## src/hdl/tcc_pkg.sv

```systemverilog
/*
  Package for the 16-bit timer counter and input capture block: register
  offsets, field positions, reset values, counter top values and tick sources.
  Assumes a 32-bit AXI4-Lite register bus, one register per aligned word.
*/
package tcc_pkg;

  localparam logic [7:0] TCC_OFS_CTRL_A = 8'h00;
  localparam logic [7:0] TCC_OFS_CTRL_B = 8'h04;
  localparam logic [7:0] TCC_OFS_CNT_LO = 8'h08;
  localparam logic [7:0] TCC_OFS_CNT_HI = 8'h0C;
  localparam logic [7:0] TCC_OFS_CAP_LO = 8'h10;
  localparam logic [7:0] TCC_OFS_CAP_HI = 8'h14;
  localparam logic [7:0] TCC_OFS_FLAGS = 8'h18;
  localparam logic [7:0] TCC_OFS_IRQ_EN = 8'h1C;
  localparam logic [7:0] TCC_OFS_CMP_CS = 8'h20;
  localparam logic [7:0] TCC_OFS_STATUS = 8'h24;

  localparam int TCC_A_WGM_LO = 0;
  localparam int TCC_B_CS = 0;
  localparam int TCC_B_WGM_HI = 3;
  localparam int TCC_B_EDGE = 6;
  localparam int TCC_B_FILT = 7;
  localparam int TCC_FLG_OVF = 0;
  localparam int TCC_FLG_CAP = 5;
  localparam int TCC_CMP_SEL = 2;
  localparam int TCC_ST_TOP = 0;
  localparam int TCC_ST_BOT = 1;
  localparam int TCC_ST_RUN = 2;

  localparam logic [7:0] TCC_CTRL_RST = 8'h00;
  localparam logic [15:0] TCC_MAX = 16'hFFFF;
  localparam logic [15:0] TCC_BOTTOM = 16'h0000;
  localparam logic [15:0] TCC_TOP_8 = 16'h00FF;
  localparam logic [15:0] TCC_TOP_9 = 16'h01FF;
  localparam logic [15:0] TCC_TOP_10 = 16'h03FF;
  localparam int TCC_FILT_LEN = 4;

  localparam logic [1:0] TCC_RESP_OKAY = 2'b00;
  localparam logic [1:0] TCC_RESP_SLVERR = 2'b10;

  typedef enum logic [2:0] {
    TCC_CS_STOP = 3'h0,
    TCC_CS_DIV1 = 3'h1,
    TCC_CS_DIV8 = 3'h2,
    TCC_CS_DIV64 = 3'h3,
    TCC_CS_DIV256 = 3'h4,
    TCC_CS_DIV1024 = 3'h5,
    TCC_CS_EXT_FALL = 3'h6,
    TCC_CS_EXT_RISE = 3'h7
  } tcc_cs_t;

  typedef struct packed {
    logic top;
    logic bottom;
    logic overflow;
    logic capture;
  } tcc_event_t;

endpackage

```

## src/hdl/tcc_timer.sv

```systemverilog
/*
  Counter and input-capture part of a 16-bit timer, with an AXI4-Lite slave.
  Assumes one clock; the external count pin, capture pin and comparator
  output are asynchronous and are synchronised here.
*/
// Overview of operation
// - Counter seen as two bytes, upper via latch
// - Low read latches upper; low write loads it
// - Three-bit source select; zero stops counter
// - Each tick clears, increments or decrements counter
// - Counter accessible whether or not tick runs
// - Software write beats clear or count
// - Four-bit mode field split over two controls
// - Overflow flag set per mode, can interrupt
// - Top and bottom indications from counter
// - Selected edge copies counter to capture register
// - Capture flag set in same copy cycle
// - Capture flag interrupts; cleared by ack or one
// - Capture low read first loads latch
// - Capture register writable only in top modes
// - Trigger from pin or comparator by select
// - Source switch may capture; software clears flag
// - No captures in capture-top modes
// - Filter output changes after four agreeing samples
// - Filter adds four system cycles delay
// - Filter enable bit, runs on system clock
// - Maximum is all ones, bottom is zero
module tcc_timer
  import tcc_pkg::*;
(
  // Clock and reset.
  input wire logic aclk,
  input wire logic aresetn,
  // AXI4-Lite write channels.
  input wire logic [7:0] s_axi_awaddr,
  input wire logic s_axi_awvalid,
  output logic s_axi_awready,
  input wire logic [31:0] s_axi_wdata,
  input wire logic [3:0] s_axi_wstrb,
  input wire logic s_axi_wvalid,
  output logic s_axi_wready,
  output logic [1:0] s_axi_bresp,
  output logic s_axi_bvalid,
  input wire logic s_axi_bready,
  // AXI4-Lite read channels.
  input wire logic [7:0] s_axi_araddr,
  input wire logic s_axi_arvalid,
  output logic s_axi_arready,
  output logic [31:0] s_axi_rdata,
  output logic [1:0] s_axi_rresp,
  output logic s_axi_rvalid,
  input wire logic s_axi_rready,
  // Pins and neighbouring logic.
  input wire logic external_count_pin,
  input wire logic capture_pin,
  input wire logic comparator_output,
  input wire logic ovf_irq_ack,
  input wire logic cap_irq_ack,
  // Interrupt requests and indications.
  output logic ovf_irq,
  output logic cap_irq,
  output logic top_ind,
  output logic bottom_ind
);

  function automatic logic [2:0] sync3(input logic [2:0] s, input logic d);
    sync3 = {s[1:0], d};
  endfunction

  logic [7:0] timer_control_a;
  logic [7:0] timer_control_b;
  logic [7:0] comparator_ctrl_status;
  logic [15:0] timer_count;
  logic [15:0] capture_value;
  logic [7:0] high_latch;
  logic overflow_flag;
  logic capture_flag;
  logic capture_irq_enable;
  logic overflow_irq_enable;
  logic count_down;

  // Write path: address and data may arrive in either order.
  logic aw_held, w_held;
  logic [7:0] aw_addr;
  logic [31:0] w_data;
  logic [3:0] w_strb;
  wire aw_take = s_axi_awvalid && s_axi_awready;
  wire w_take = s_axi_wvalid && s_axi_wready;
  wire do_write = aw_held && w_held && !s_axi_bvalid;
  wire wr_b0 = w_strb[0];
  wire wr_cnt_lo = do_write && wr_b0 && aw_addr == TCC_OFS_CNT_LO;
  wire wr_cnt_hi = do_write && wr_b0 && aw_addr == TCC_OFS_CNT_HI;
  wire wr_cap_lo = do_write && wr_b0 && aw_addr == TCC_OFS_CAP_LO;
  wire wr_cap_hi = do_write && wr_b0 && aw_addr == TCC_OFS_CAP_HI;
  wire wr_flags = do_write && wr_b0 && aw_addr == TCC_OFS_FLAGS;
  wire wr_known = aw_addr <= TCC_OFS_STATUS && aw_addr[1:0] == 2'b00;

  wire rd_take = s_axi_arvalid && s_axi_arready;
  wire rd_cnt_lo = rd_take && s_axi_araddr == TCC_OFS_CNT_LO;
  wire rd_cap_lo = rd_take && s_axi_araddr == TCC_OFS_CAP_LO;
  wire rd_known = s_axi_araddr <= TCC_OFS_STATUS && s_axi_araddr[1:0] == 2'b00;

  wire [3:0] waveform_mode_field = {timer_control_b[TCC_B_WGM_HI +: 2],
                                    timer_control_a[TCC_A_WGM_LO +: 2]};
  wire [2:0] tick_source_select = timer_control_b[TCC_B_CS +: 3];
  wire noise_filter_enable = timer_control_b[TCC_B_FILT];
  wire edge_rising = timer_control_b[TCC_B_EDGE];
  wire comparator_capture_select = comparator_ctrl_status[TCC_CMP_SEL];

  // Modes 8, 10, 12 and 14 take the top value from the capture register.
  wire cap_is_top = waveform_mode_field == 4'h8 || waveform_mode_field == 4'hA ||
                    waveform_mode_field == 4'hC || waveform_mode_field == 4'hE;
  // Modes 9, 11 and 15 would take top from compare A, which is not here;
  // they run to the maximum value instead.
  wire dual_slope = waveform_mode_field inside {4'h1, 4'h2, 4'h3, 4'h8, 4'h9,
                                                4'hA, 4'hB};
  wire clear_on_top = waveform_mode_field inside {4'h4, 4'h5, 4'h6, 4'h7,
                                                  4'hC, 4'hE, 4'hF};
  logic [15:0] top_value;
  always_comb begin
    case (waveform_mode_field[1:0])
      2'h1: top_value = TCC_TOP_8;
      2'h2: top_value = TCC_TOP_9;
      2'h3: top_value = TCC_TOP_10;
      default: top_value = TCC_MAX;
    endcase
    if (cap_is_top) begin
      top_value = capture_value;
    end else if (waveform_mode_field[3] || waveform_mode_field == 4'h4) begin
      top_value = TCC_MAX;
    end
  end

  // Prescaler and external tick source.
  logic [9:0] prescale;
  logic [2:0] ext_sync;
  logic ext_prev;
  always_ff @(posedge aclk) begin
    if (!aresetn) begin
      prescale <= 10'h000;
      ext_sync <= 3'h0;
      ext_prev <= 1'b0;
    end else begin
      prescale <= prescale + 10'h001;
      ext_sync <= sync3(ext_sync, external_count_pin);
      if (ext_sync[2] == ext_sync[1]) begin
        ext_prev <= ext_sync[2];
      end
    end
  end
  wire ext_stable = ext_sync[2] == ext_sync[1];
  wire ext_rise = ext_stable && ext_sync[2] && !ext_prev;
  wire ext_fall = ext_stable && !ext_sync[2] && ext_prev;
  logic timer_tick;
  always_comb begin
    case (tcc_cs_t'(tick_source_select))
      TCC_CS_STOP: timer_tick = 1'b0;
      TCC_CS_DIV1: timer_tick = 1'b1;
      TCC_CS_DIV8: timer_tick = prescale[2:0] == 3'h7;
      TCC_CS_DIV64: timer_tick = prescale[5:0] == 6'h3F;
      TCC_CS_DIV256: timer_tick = prescale[7:0] == 8'hFF;
      TCC_CS_DIV1024: timer_tick = prescale == 10'h3FF;
      TCC_CS_EXT_FALL: timer_tick = ext_fall;
      TCC_CS_EXT_RISE: timer_tick = ext_rise;
      default: timer_tick = 1'b0;
    endcase
  end

  // Counter sequencing.
  wire at_top = timer_count == top_value;
  wire at_bottom = timer_count == TCC_BOTTOM;
  logic [15:0] next_count;
  logic next_down;
  logic ovf_event;
  always_comb begin
    next_count = timer_count;
    next_down = count_down;
    ovf_event = 1'b0;
    if (timer_tick) begin
      if (dual_slope) begin
        if (count_down && at_bottom) begin
          next_down = 1'b0;
          next_count = timer_count + 16'h0001;
          ovf_event = 1'b1;
        end else if (!count_down && at_top) begin
          next_down = 1'b1;
          next_count = timer_count - 16'h0001;
        end else begin
          next_count = count_down ? timer_count - 16'h0001 : timer_count + 16'h0001;
        end
      end else begin
        next_down = 1'b0;
        if (at_top && clear_on_top) begin
          next_count = TCC_BOTTOM;
          ovf_event = waveform_mode_field != 4'h4 && waveform_mode_field != 4'hC;
        end else begin
          next_count = timer_count + 16'h0001;
          ovf_event = timer_count == TCC_MAX;
        end
      end
    end
  end

  // Capture input: sync, filter, edge detection.
  wire cap_src = comparator_capture_select ? comparator_output : capture_pin;
  logic [2:0] cap_sync;
  logic cap_clean;
  logic [TCC_FILT_LEN-2:0] filt_hist;
  logic cap_filtered;
  logic cap_prev;
  wire cap_stable = cap_sync[2] == cap_sync[1];
  // The newest clean sample and the three before it must all agree.
  wire filt_agree = &{filt_hist, cap_clean} || ~|{filt_hist, cap_clean};
  wire cap_level = noise_filter_enable ? cap_filtered : cap_clean;
  wire cap_edge = edge_rising ? (cap_level && !cap_prev) : (!cap_level && cap_prev);
  wire cap_event = cap_edge && !cap_is_top;
  always_ff @(posedge aclk) begin
    if (!aresetn) begin
      cap_sync <= 3'h0;
      cap_clean <= 1'b0;
      filt_hist <= '0;
      cap_filtered <= 1'b0;
      cap_prev <= 1'b0;
    end else begin
      cap_sync <= sync3(cap_sync, cap_src);
      if (cap_stable) begin
        cap_clean <= cap_sync[2];
      end
      // The filter runs on every system clock, whatever the tick source.
      filt_hist <= {filt_hist[TCC_FILT_LEN-3:0], cap_clean};
      if (filt_agree) begin
        cap_filtered <= cap_clean;
      end
      cap_prev <= cap_level;
    end
  end

  // Counter, capture register and shared latch.
  always_ff @(posedge aclk) begin
    if (!aresetn) begin
      timer_count <= TCC_BOTTOM;
      count_down <= 1'b0;
      capture_value <= TCC_BOTTOM;
      high_latch <= 8'h00;
    end else begin
      if (wr_cnt_lo) begin
        timer_count <= {high_latch, w_data[7:0]};
      end else begin
        timer_count <= next_count;
        count_down <= next_down;
      end
      if (cap_event) begin
        capture_value <= timer_count;
      end else if (wr_cap_lo && cap_is_top) begin
        capture_value <= {high_latch, w_data[7:0]};
      end
      if (wr_cnt_hi || wr_cap_hi) begin
        high_latch <= w_data[7:0];
      end else if (rd_cnt_lo) begin
        high_latch <= timer_count[15:8];
      end else if (rd_cap_lo) begin
        high_latch <= capture_value[15:8];
      end
    end
  end

  // Flags: a hardware set wins over a clear in the same cycle.
  wire ovf_clr = ovf_irq_ack || (wr_flags && w_data[TCC_FLG_OVF]);
  wire cap_clr = cap_irq_ack || (wr_flags && w_data[TCC_FLG_CAP]);
  always_ff @(posedge aclk) begin
    if (!aresetn) begin
      overflow_flag <= 1'b0;
      capture_flag <= 1'b0;
      ovf_irq <= 1'b0;
      cap_irq <= 1'b0;
      top_ind <= 1'b0;
      bottom_ind <= 1'b0;
    end else begin
      overflow_flag <= ovf_event || (overflow_flag && !ovf_clr);
      capture_flag <= cap_event || (capture_flag && !cap_clr);
      ovf_irq <= overflow_irq_enable && (ovf_event || (overflow_flag && !ovf_clr));
      cap_irq <= capture_irq_enable && (cap_event || (capture_flag && !cap_clr));
      top_ind <= next_count == top_value;
      bottom_ind <= next_count == TCC_BOTTOM;
    end
  end

  // Bus slave and control registers. Ready outputs are registered from the
  // next state of the channel they guard, so they still drop with a handshake.
  wire next_aw_held = !do_write && (aw_held || aw_take);
  wire next_w_held = !do_write && (w_held || w_take);
  wire next_bvalid = do_write || (s_axi_bvalid && !s_axi_bready);
  wire next_rvalid = rd_take || (s_axi_rvalid && !s_axi_rready);
  always_ff @(posedge aclk) begin
    if (!aresetn) begin
      aw_held <= 1'b0;
      w_held <= 1'b0;
      aw_addr <= 8'h00;
      w_data <= 32'h0000_0000;
      w_strb <= 4'h0;
      s_axi_bvalid <= 1'b0;
      s_axi_bresp <= TCC_RESP_OKAY;
      s_axi_awready <= 1'b1;
      s_axi_wready <= 1'b1;
      timer_control_a <= TCC_CTRL_RST;
      timer_control_b <= TCC_CTRL_RST;
      comparator_ctrl_status <= TCC_CTRL_RST;
      capture_irq_enable <= 1'b0;
      overflow_irq_enable <= 1'b0;
    end else begin
      if (aw_take) begin
        aw_held <= 1'b1;
        aw_addr <= s_axi_awaddr;
      end
      if (w_take) begin
        w_held <= 1'b1;
        w_data <= s_axi_wdata;
        w_strb <= s_axi_wstrb;
      end
      if (do_write) begin
        aw_held <= 1'b0;
        w_held <= 1'b0;
        s_axi_bvalid <= 1'b1;
        s_axi_bresp <= wr_known ? TCC_RESP_OKAY : TCC_RESP_SLVERR;
        if (wr_b0 && aw_addr == TCC_OFS_CTRL_A) begin
          timer_control_a <= w_data[7:0];
        end
        if (wr_b0 && aw_addr == TCC_OFS_CTRL_B) begin
          timer_control_b <= w_data[7:0];
        end
        if (wr_b0 && aw_addr == TCC_OFS_CMP_CS) begin
          comparator_ctrl_status <= w_data[7:0];
        end
        if (wr_b0 && aw_addr == TCC_OFS_IRQ_EN) begin
          overflow_irq_enable <= w_data[TCC_FLG_OVF];
          capture_irq_enable <= w_data[TCC_FLG_CAP];
        end
      end else if (s_axi_bvalid && s_axi_bready) begin
        s_axi_bvalid <= 1'b0;
      end
      s_axi_awready <= !next_aw_held && !next_bvalid;
      s_axi_wready <= !next_w_held && !next_bvalid;
    end
  end

  logic [7:0] rd_byte;
  always_comb begin
    case (s_axi_araddr)
      TCC_OFS_CTRL_A: rd_byte = timer_control_a;
      TCC_OFS_CTRL_B: rd_byte = timer_control_b;
      TCC_OFS_CNT_LO: rd_byte = timer_count[7:0];
      TCC_OFS_CNT_HI: rd_byte = high_latch;
      TCC_OFS_CAP_LO: rd_byte = capture_value[7:0];
      TCC_OFS_CAP_HI: rd_byte = high_latch;
      TCC_OFS_FLAGS: rd_byte = 8'(overflow_flag) | (8'(capture_flag) << TCC_FLG_CAP);
      TCC_OFS_IRQ_EN: rd_byte = 8'(overflow_irq_enable) |
                                (8'(capture_irq_enable) << TCC_FLG_CAP);
      TCC_OFS_CMP_CS: rd_byte = comparator_ctrl_status;
      TCC_OFS_STATUS: rd_byte = {5'h00, timer_tick || tick_source_select != 3'h0,
                                 at_bottom, at_top};
      default: rd_byte = 8'h00;
    endcase
  end

  always_ff @(posedge aclk) begin
    if (!aresetn) begin
      s_axi_rvalid <= 1'b0;
      s_axi_rdata <= 32'h0000_0000;
      s_axi_rresp <= TCC_RESP_OKAY;
      s_axi_arready <= 1'b1;
    end else begin
      s_axi_arready <= !next_rvalid;
      if (rd_take) begin
        s_axi_rvalid <= 1'b1;
        s_axi_rdata <= {24'h000000, rd_byte};
        s_axi_rresp <= rd_known ? TCC_RESP_OKAY : TCC_RESP_SLVERR;
      end else if (s_axi_rvalid && s_axi_rready) begin
        s_axi_rvalid <= 1'b0;
      end
    end
  end

endmodule

```

## config.mk

```make
export PLATFORM = sky130hd
export DESIGN_NAME = tcc_timer
export DESIGN_NICKNAME = d
export VERILOG_FILES = /design/src/hdl/tcc_pkg.sv /design/src/hdl/tcc_timer.sv
export SDC_FILE = /design/constraint.sdc
export NUM_CORES = 1
export LEC_CHECK = 0
export BUFFER_PORTS_ARGS = -buffer_cell sky130_fd_sc_hd__buf_2
export CORE_MARGIN = 4
export CORE_UTILIZATION = 55
export DETAILED_ROUTE_END_ITERATION = 8
export GPL_TIMING_DRIVEN = 0
export PLACE_DENSITY = 0.79
export SYNTH_ARGS = -nofsm -noshare
export SYNTH_HDL_FRONTEND = slang
export SYNTH_SLANG_ARGS = --single-unit
```

## constraint.sdc

```tcl
create_clock -name aclk -period 9.4 [get_ports aclk]
set_clock_uncertainty 0.1 [all_clocks]
set_input_delay 0.47 -clock aclk [delete_from_list [all_inputs] [get_ports aclk]]
set_output_delay 0.47 -clock aclk [all_outputs]
set_load 0.02 [all_outputs]
```

==> results of run 1 <==
[where the power goes]
| part | internal (uW) | switching, uW |
|---|---|---|
| Combinational | 41.0 | 81.6 |
| Sequential | 564 | 13.1 |
| Clock | 373 | 238 |
[path summary, 6_finish.rpt]
path	start	to	slack, ns	cells after the start
max	timer_control_a[0]$_SDFFE_PN0P_	top_ind$_SDFF_PN0_	4.24	17
min reg2reg	cap_sync[0]$_SDFF_PN0_	cap_sync[1]$_SDFF_PN0_	0.34	1
min	external_count_pin	ext_sync[0]$_SDFF_PN0_	0.17	2
max reg2reg	timer_control_a[0]$_SDFFE_PN0P_	top_ind$_SDFF_PN0_	4.24	17
[layer usage]
metal	GRT usage, %	part of all wire (%)	up-vias	routed length (um)
li1	-	-	3966	-
met4	25.77	8.1	0	2451
met1	43.11	38	4042	11550
met2	55.00	44	579	13520
met5	0	0	-	0
met3	7.886	9.5	160	2874
[cells by family after synthesis]
| family | Yosys count |
|---|---|
| flops | 130 |
| buf+inv | 122 |
| compound gates | 238 |
| simple gates | 444 |
| xor+xnor | 32 |
| fa+ha+maj | 11 |
| mux | 74 |
| other cells | 1 |
[area by class of cell]
type	instances	area, um^2	area share [%]
Multi-Input combinational cell	825	5187	55.16
Sequential cell	130	2603	27.67
Buffer	103	505.5	5.374
Clock buffer	21	460.4	4.896
Timing Repair Buffer	52	260.3	2.767
Tap cell	184	230.2	2.448
Clock inverter	11	87.58	0.9312
Inverter	19	71.32	0.7583
[flip-flops by register name, summed over array words and instances (netlist names), 3 cells and up]
register / count
prescale: 10
aw_addr: 8
w_data: 8
high_latch: 8
comparator_ctrl_status: 8
timer_count: 16
filt_hist: 3
cap_sync: 3
capture_value: 16
ext_sync: 3
timer_control_b: 8
s_axi_rdata: 8
timer_control_a: 8
[critical path: stages, from the launching register on]
cell       delay [ns]
dfxtp_1          0.42
buf_2            0.28
inv_1            0.10
ha_1             0.20
clkbuf_1         0.23
nor2_1           0.23
buf_2            0.29
nor3_1           0.08
a221oi_1         0.42
o21ai_1          0.38
o31a_1           0.38
buf_2            0.21
o21ai_0          0.21
a2111oi_0        0.14
nor3_1           0.86
or3_1            0.21
and4_1           0.19
o2111a_1         0.17
[cell usage in the layout (no fill, tap or decap), types with 8 or more instances in the layout]
master,n
xor2_1,11
nor4_1,13
conb_1,26
nor3_1,29
o211ai_1,8
clkbuf_1,65
nand4_1,15
buf_4,27
ha_1,11
and2_1,20
buf_2,60
xnor2_1,21
or3_1,9
mux2_2,10
nand2_1,104
o21ai_0,31
a21oi_1,61
inv_1,18
dfxtp_1,130
a31oi_1,9
and3_1,18
a22oi_1,10
nor2b_1,12
nor2_1,145
mux2i_1,62
a211oi_1,29
clkbuf_16,17
nand3_1,29
[metrics by stage]
| step | worst slack (ns) | hold slack, ns | cell area (um^2) | cells |
|---|---|---|---|---|
| floorplan | 5.434 | 0.3119 | 8367 | 1077 |
| global placement | 4.405 | 0.3201 | 8857 | 1313 |
| detailed placement | 4.425 | 0.3324 | 8857 | 1313 |
| CTS | 4.411 | 0.1665 | 9405 | 1345 |
| global route | 3.927 | 0.1824 | 9405 | 1345 |
| finish | 4.242 | 0.1670 | 9405 | 1345 |
==> impl_metrics.toml, run 1 <==
[run_status]
status = "finished with violations"
failed_checks = "capacitance limit"

[setup_path]
worstPathMaxFanout = 10
cp.required_ns = 9.66
crit_arrival_ns = 5.42
startpoint_type = "register"
end_kind = "register"
criticalPathCategory = "register to register"

[yosys]
synthAdderAreaFrac_pct = 1.664
synth_top_family_by_area = "simple AND/OR/NAND/NOR gates"
yosys.area_share.simple_pct = 26.53
synth_area_leader_cell = "dfxtp_1"
synth_compound_gate_area_share_pct = 20.58
synth_xor_area_share_pct = 3.388
avgSynthCellArea_um2 = 7.864
postSynthCellCount = 1052
yosys-top-cells-area = "dfxtp_1 (31%), mux2i_1 (7.5%), nor2_1 (6.6%), nand2_1 (4.7%), a21oi_1 (3.7%)"
ys_seq_elements = 130
yosysWarnings = 0
synth.cell_area_um2 = 8273
yosysMostFrequentCell = "nor2_1"
synthTopCellsByCount = "nor2_1 (145), dfxtp_1 (130), nand2_1 (104), clkbuf_1 (63), mux2i_1 (62)"
yosysSeqAreaShare_pct = 31.46
synth_edf_count = 0
synth.distinct_cells = 89
synth_mux_area_share_pct = 9.362
synth_top_area_share_pct = 31.46
synthArstFlopShare_pct = 0
synth_ff_type = "dfxtp_1"

[sta]
worst_pin_slew_ns = 1.466
maxSlewHeadroom_pct = 1.338
setup_violations = 0
fmax_ghz = 0.1939
finalCriticalPeriod_ns = 5.158
hold_viol = 0
fin_crit_sh_pct = 54.87
fin_tns_setup_ns = 0
rsz0062_at_grt = "false"
report.final.slew_viol_count = 0

[clocking]
postCtsSetupBuffers = 0
clk_pin_slew_ns = 0.06
cts_buffers = 17
clockBufferDepth = 2
cts_hold_buf = 0
cts_resized = 0
cts_root_buffer = "clkbuf_16"
cts_htree_levels = 4
cts.sinks = 130
clock_latency_ns = 0.42
cts_tree = "built"

[floorplan]
die_area_um2 = 17070
initial_core_util_pct = 56.49
rows = 44
die_h_um = 130.6
io_pins = 109
die_w_um = 130.6
coreArea_um2 = 14640

[detailed_routing]
num_vias = 8747
route.detailed.drc = 0
wl_per_cell_um = 22.60
firstDrtPassIters = 6
viasPerCell = 6.503
wl_um = 30400
drt_iter0_drc = 1107
drtAntennaViolNets = 0

[global_route]
grt_pass1_vias = 8129
track_usage_pct = 35.42
grt_antenna_before_repair = 0
grt_first_pass_wirelength_um = 45880
grt_max_degree = 17
grt.overflow.total = 0

[pwr]
ir_drop_mv = 0.1731
power.total_uw = 1311
pwr_density_cell_nw_per_um2 = 139.4
p_leak_uw = 0.003860

[cells_and_area]
fillers = 1284
antenna_cells = 0
final_net_count = 1223
area_growth_pct = 13.69
fin_util_pct = 64.23
drive_gt1_share_pct = 12.92

[place]
gp_congestion = 1.021
numPortBuffers = 52
dp_hpwl_um = 22620

[min_path]
hold_class = "input port to register"

[run]
drv_cap = 1
(Power assumes the default switching activity.)
==> inputs of run 2 (changes only) <==
==> constraint.sdc (replaced) <==
create_clock -name aclk -period 5.3 [get_ports aclk]
set_clock_uncertainty 0.1 [all_clocks]
set_input_delay 0.265 -clock aclk [delete_from_list [all_inputs] [get_ports aclk]]
set_output_delay 0.265 -clock aclk [all_outputs]
set_load 0.02 [all_outputs]
==> run 2 against run 1 <==
- the run ends with hold timing, capacitance limit left
- critical path depth decreased by 2
- worst hold slack got worse by 0.17 ns
- via count rose by 0.79%
- clock-buffer cell count unchanged
- sequential share of layout area fell by 0.28 points
- final area rose by 1.0%
- sequential power increased by 77%
- clock power up 78%
==> impl_metrics.toml, run 2 (same netlist as run 1, synthesis figures left out) <==
[cells_and_area]
final_common_cell = "nor2_1"
largestRegisters = "capture_value (16), timer_count (16), prescale (10)"
fillers = 1279
multiInputGateArea_um2 = 5205
area_growth_pct = 14.87
finalNonFillerCells = 1353
drive_gt1_share_pct = 13.09
antenna_cells = 0
seqCellArea_um2 = 2603
final_net_count = 1231
mostFrequentLayoutCells = "nor2_1 (145), dfxtp_1 (130), nand2_1 (104), clkbuf_1 (65), mux2i_1 (62)"

[pwr]
pwr_density_cell_nw_per_um2 = 245.3
internal-power_uw = 1738
power_frac_comb_pct = 9.5
p_seq_share_pct = 43.9
ir_drop_mv = 0.3042
swShare_pct = 25.42
p_clk_share_pct = 46.6
p_sw_uw = 592.5
p_leak_uw = 0.003897

[global_route]
grt_pass1_vias = 8179
track_usage_pct = 35.56
grt_antenna_before_repair = 0
grt_max_degree = 17
grt.overflow.total = 0
grt_first_pass_wirelength_um = 46100

[sta]
rsz0062_at_grt = "false"
maxSlewHeadroom_pct = 1.346
fin_crit_sh_pct = 93.06
finalCriticalPeriod_ns = 4.932
hold_viol = 1
fmax_ghz = 0.2027
fin_tns_setup_ns = 0
setup_violations = 0
hold_ws_ns = -0.0003967
report.final.slew_viol_count = 0
worst_pin_slew_ns = 1.466

[setup_path]
r2r-start = "timer_control_a[0]$_SDFFE_PN0P_"
startpoint_type = "register"
cp.required_ns = 5.56
startpoint = "timer_control_a[0]$_SDFFE_PN0P_"
criticalPathCategory = "register to register"
end_kind = "register"
worstPathMaxFanout = 10
crit_arrival_ns = 5.19

[run_status]
failed_checks = "hold timing, capacitance limit"
status = "finished with violations"

[clocking]
cts_tree = "built"
clk_pin_slew_ns = 0.06
cts_htree_levels = 4
clock_latency_ns = 0.42
cts_root_buffer = "clkbuf_16"
cts.sinks = 130
cts_buffers = 17
postCtsSetupBuffers = 0
clockBufferDepth = 2

[detailed_routing]
num_vias = 8816
wl_um = 30560
drtAntennaViolNets = 0
drt_iter0_drc = 1104
route.detailed.drc = 0
viasPerCell = 6.516
firstDrtPassIters = 5
wl_per_cell_um = 22.58

[floorplan]
initial_core_util_pct = 56.49
die_h_um = 130.6
die_w_um = 130.6
rows = 44
coreArea_um2 = 14640
die_area_um2 = 17070
io_pins = 109

[min_path]
holdCritStartpoint = "s_axi_wdata[7]"
hold_class = "input port to register"

[place]
dp_hpwl_um = 22620
numPortBuffers = 52
dp_cells = 1313
gp_congestion = 1.021

[run]
drv_cap = 1
-- run 2: changes by cell type in the layout (fill, tap and decap cells not counted), sizes merged --
cell	previous run	this run
dlygate4sd3	0	8
-- run 2: cell type report --
cell class,count,share of cell area [%]
Multi-Input combinational cell,825,54.77
Sequential cell,130,27.39
Buffer,103,5.319
Clock buffer,21,4.845
Timing Repair Buffer,60,3.581
Tap cell,184,2.423
Clock inverter,11,0.9217
Inverter,19,0.7505
-- run 2: per-stage QoR --
stage                     setup slack (ns)  power [uW]  cell area [um^2]  util, %  hold slack (ns)
after floorplan                      1.334        1180              8367        -           0.2923
after global placement              0.3047        1251              8857    60.48           0.3201
after detailed placement            0.3253        1252              8857    60.48           0.3324
after CTS                           0.3111        2321              9485    64.77         0.001055
after global routing               0.08417        2392              9503    64.89          0.02079
final                               0.3677        2331              9503    64.89       -0.0003967
-- run 2: critical path: stages (launching register included) --
cell,delay (ns)
dfxtp_1,0.42
buf_2,0.28
inv_1,0.10
ha_1,0.20
clkbuf_1,0.23
o21ba_2,0.28
a221oi_2,0.37
o2111ai_1,0.19
nor3_1,0.63
o2111ai_1,0.27
a221o_1,0.38
a2bb2oi_1,0.70
nor3_1,0.12
a221oi_2,0.22
o2111a_1,0.22
o2111a_1,0.19
-- run 2: timing repair --
item	4_1_cts	5_1_grt
endpoints found under the hold margin	8	0
hold buffers	8	0
resized for setup	0	4
endpoints found under the setup margin	0	3
-- run 2: worst paths after layout --
check	slack, ns	cells after the start	to
max reg2reg	0.37	15	top_ind$_SDFF_PN0_
max	0.37	15	top_ind$_SDFF_PN0_
min reg2reg	0.34	1	cap_sync[1]$_SDFF_PN0_
min	-0.0004	3	w_data[7]$_SDFFE_PN0P_
-- run 2: power groups by stage --
stage | logic [uW] | clock network, uW | registers [uW]
3_5_place_dp | 210 | 0 | 1040
4_1_cts | 215 | 1080 | 1020
5_1_grt | 239 | 1130 | 1020
2_1_floorplan | 140 | 0 | 1040
3_3_place_gp | 210 | 0 | 1040
6_report | 222 | 1090 | 1020
-- run 2: metal layers --
| layer | up-vias | global-route usage, % | wire length [um] |
|---|---|---|---|
| met5 | - | 0 | 0 |
| met4 | 0 | 25.77 | 2499 |
| met3 | 168 | 7.886 | 2902 |
| met2 | 566 | 55.36 | 13580 |
| met1 | 4091 | 43.24 | 11580 |
| li1 | 3991 | - | - |
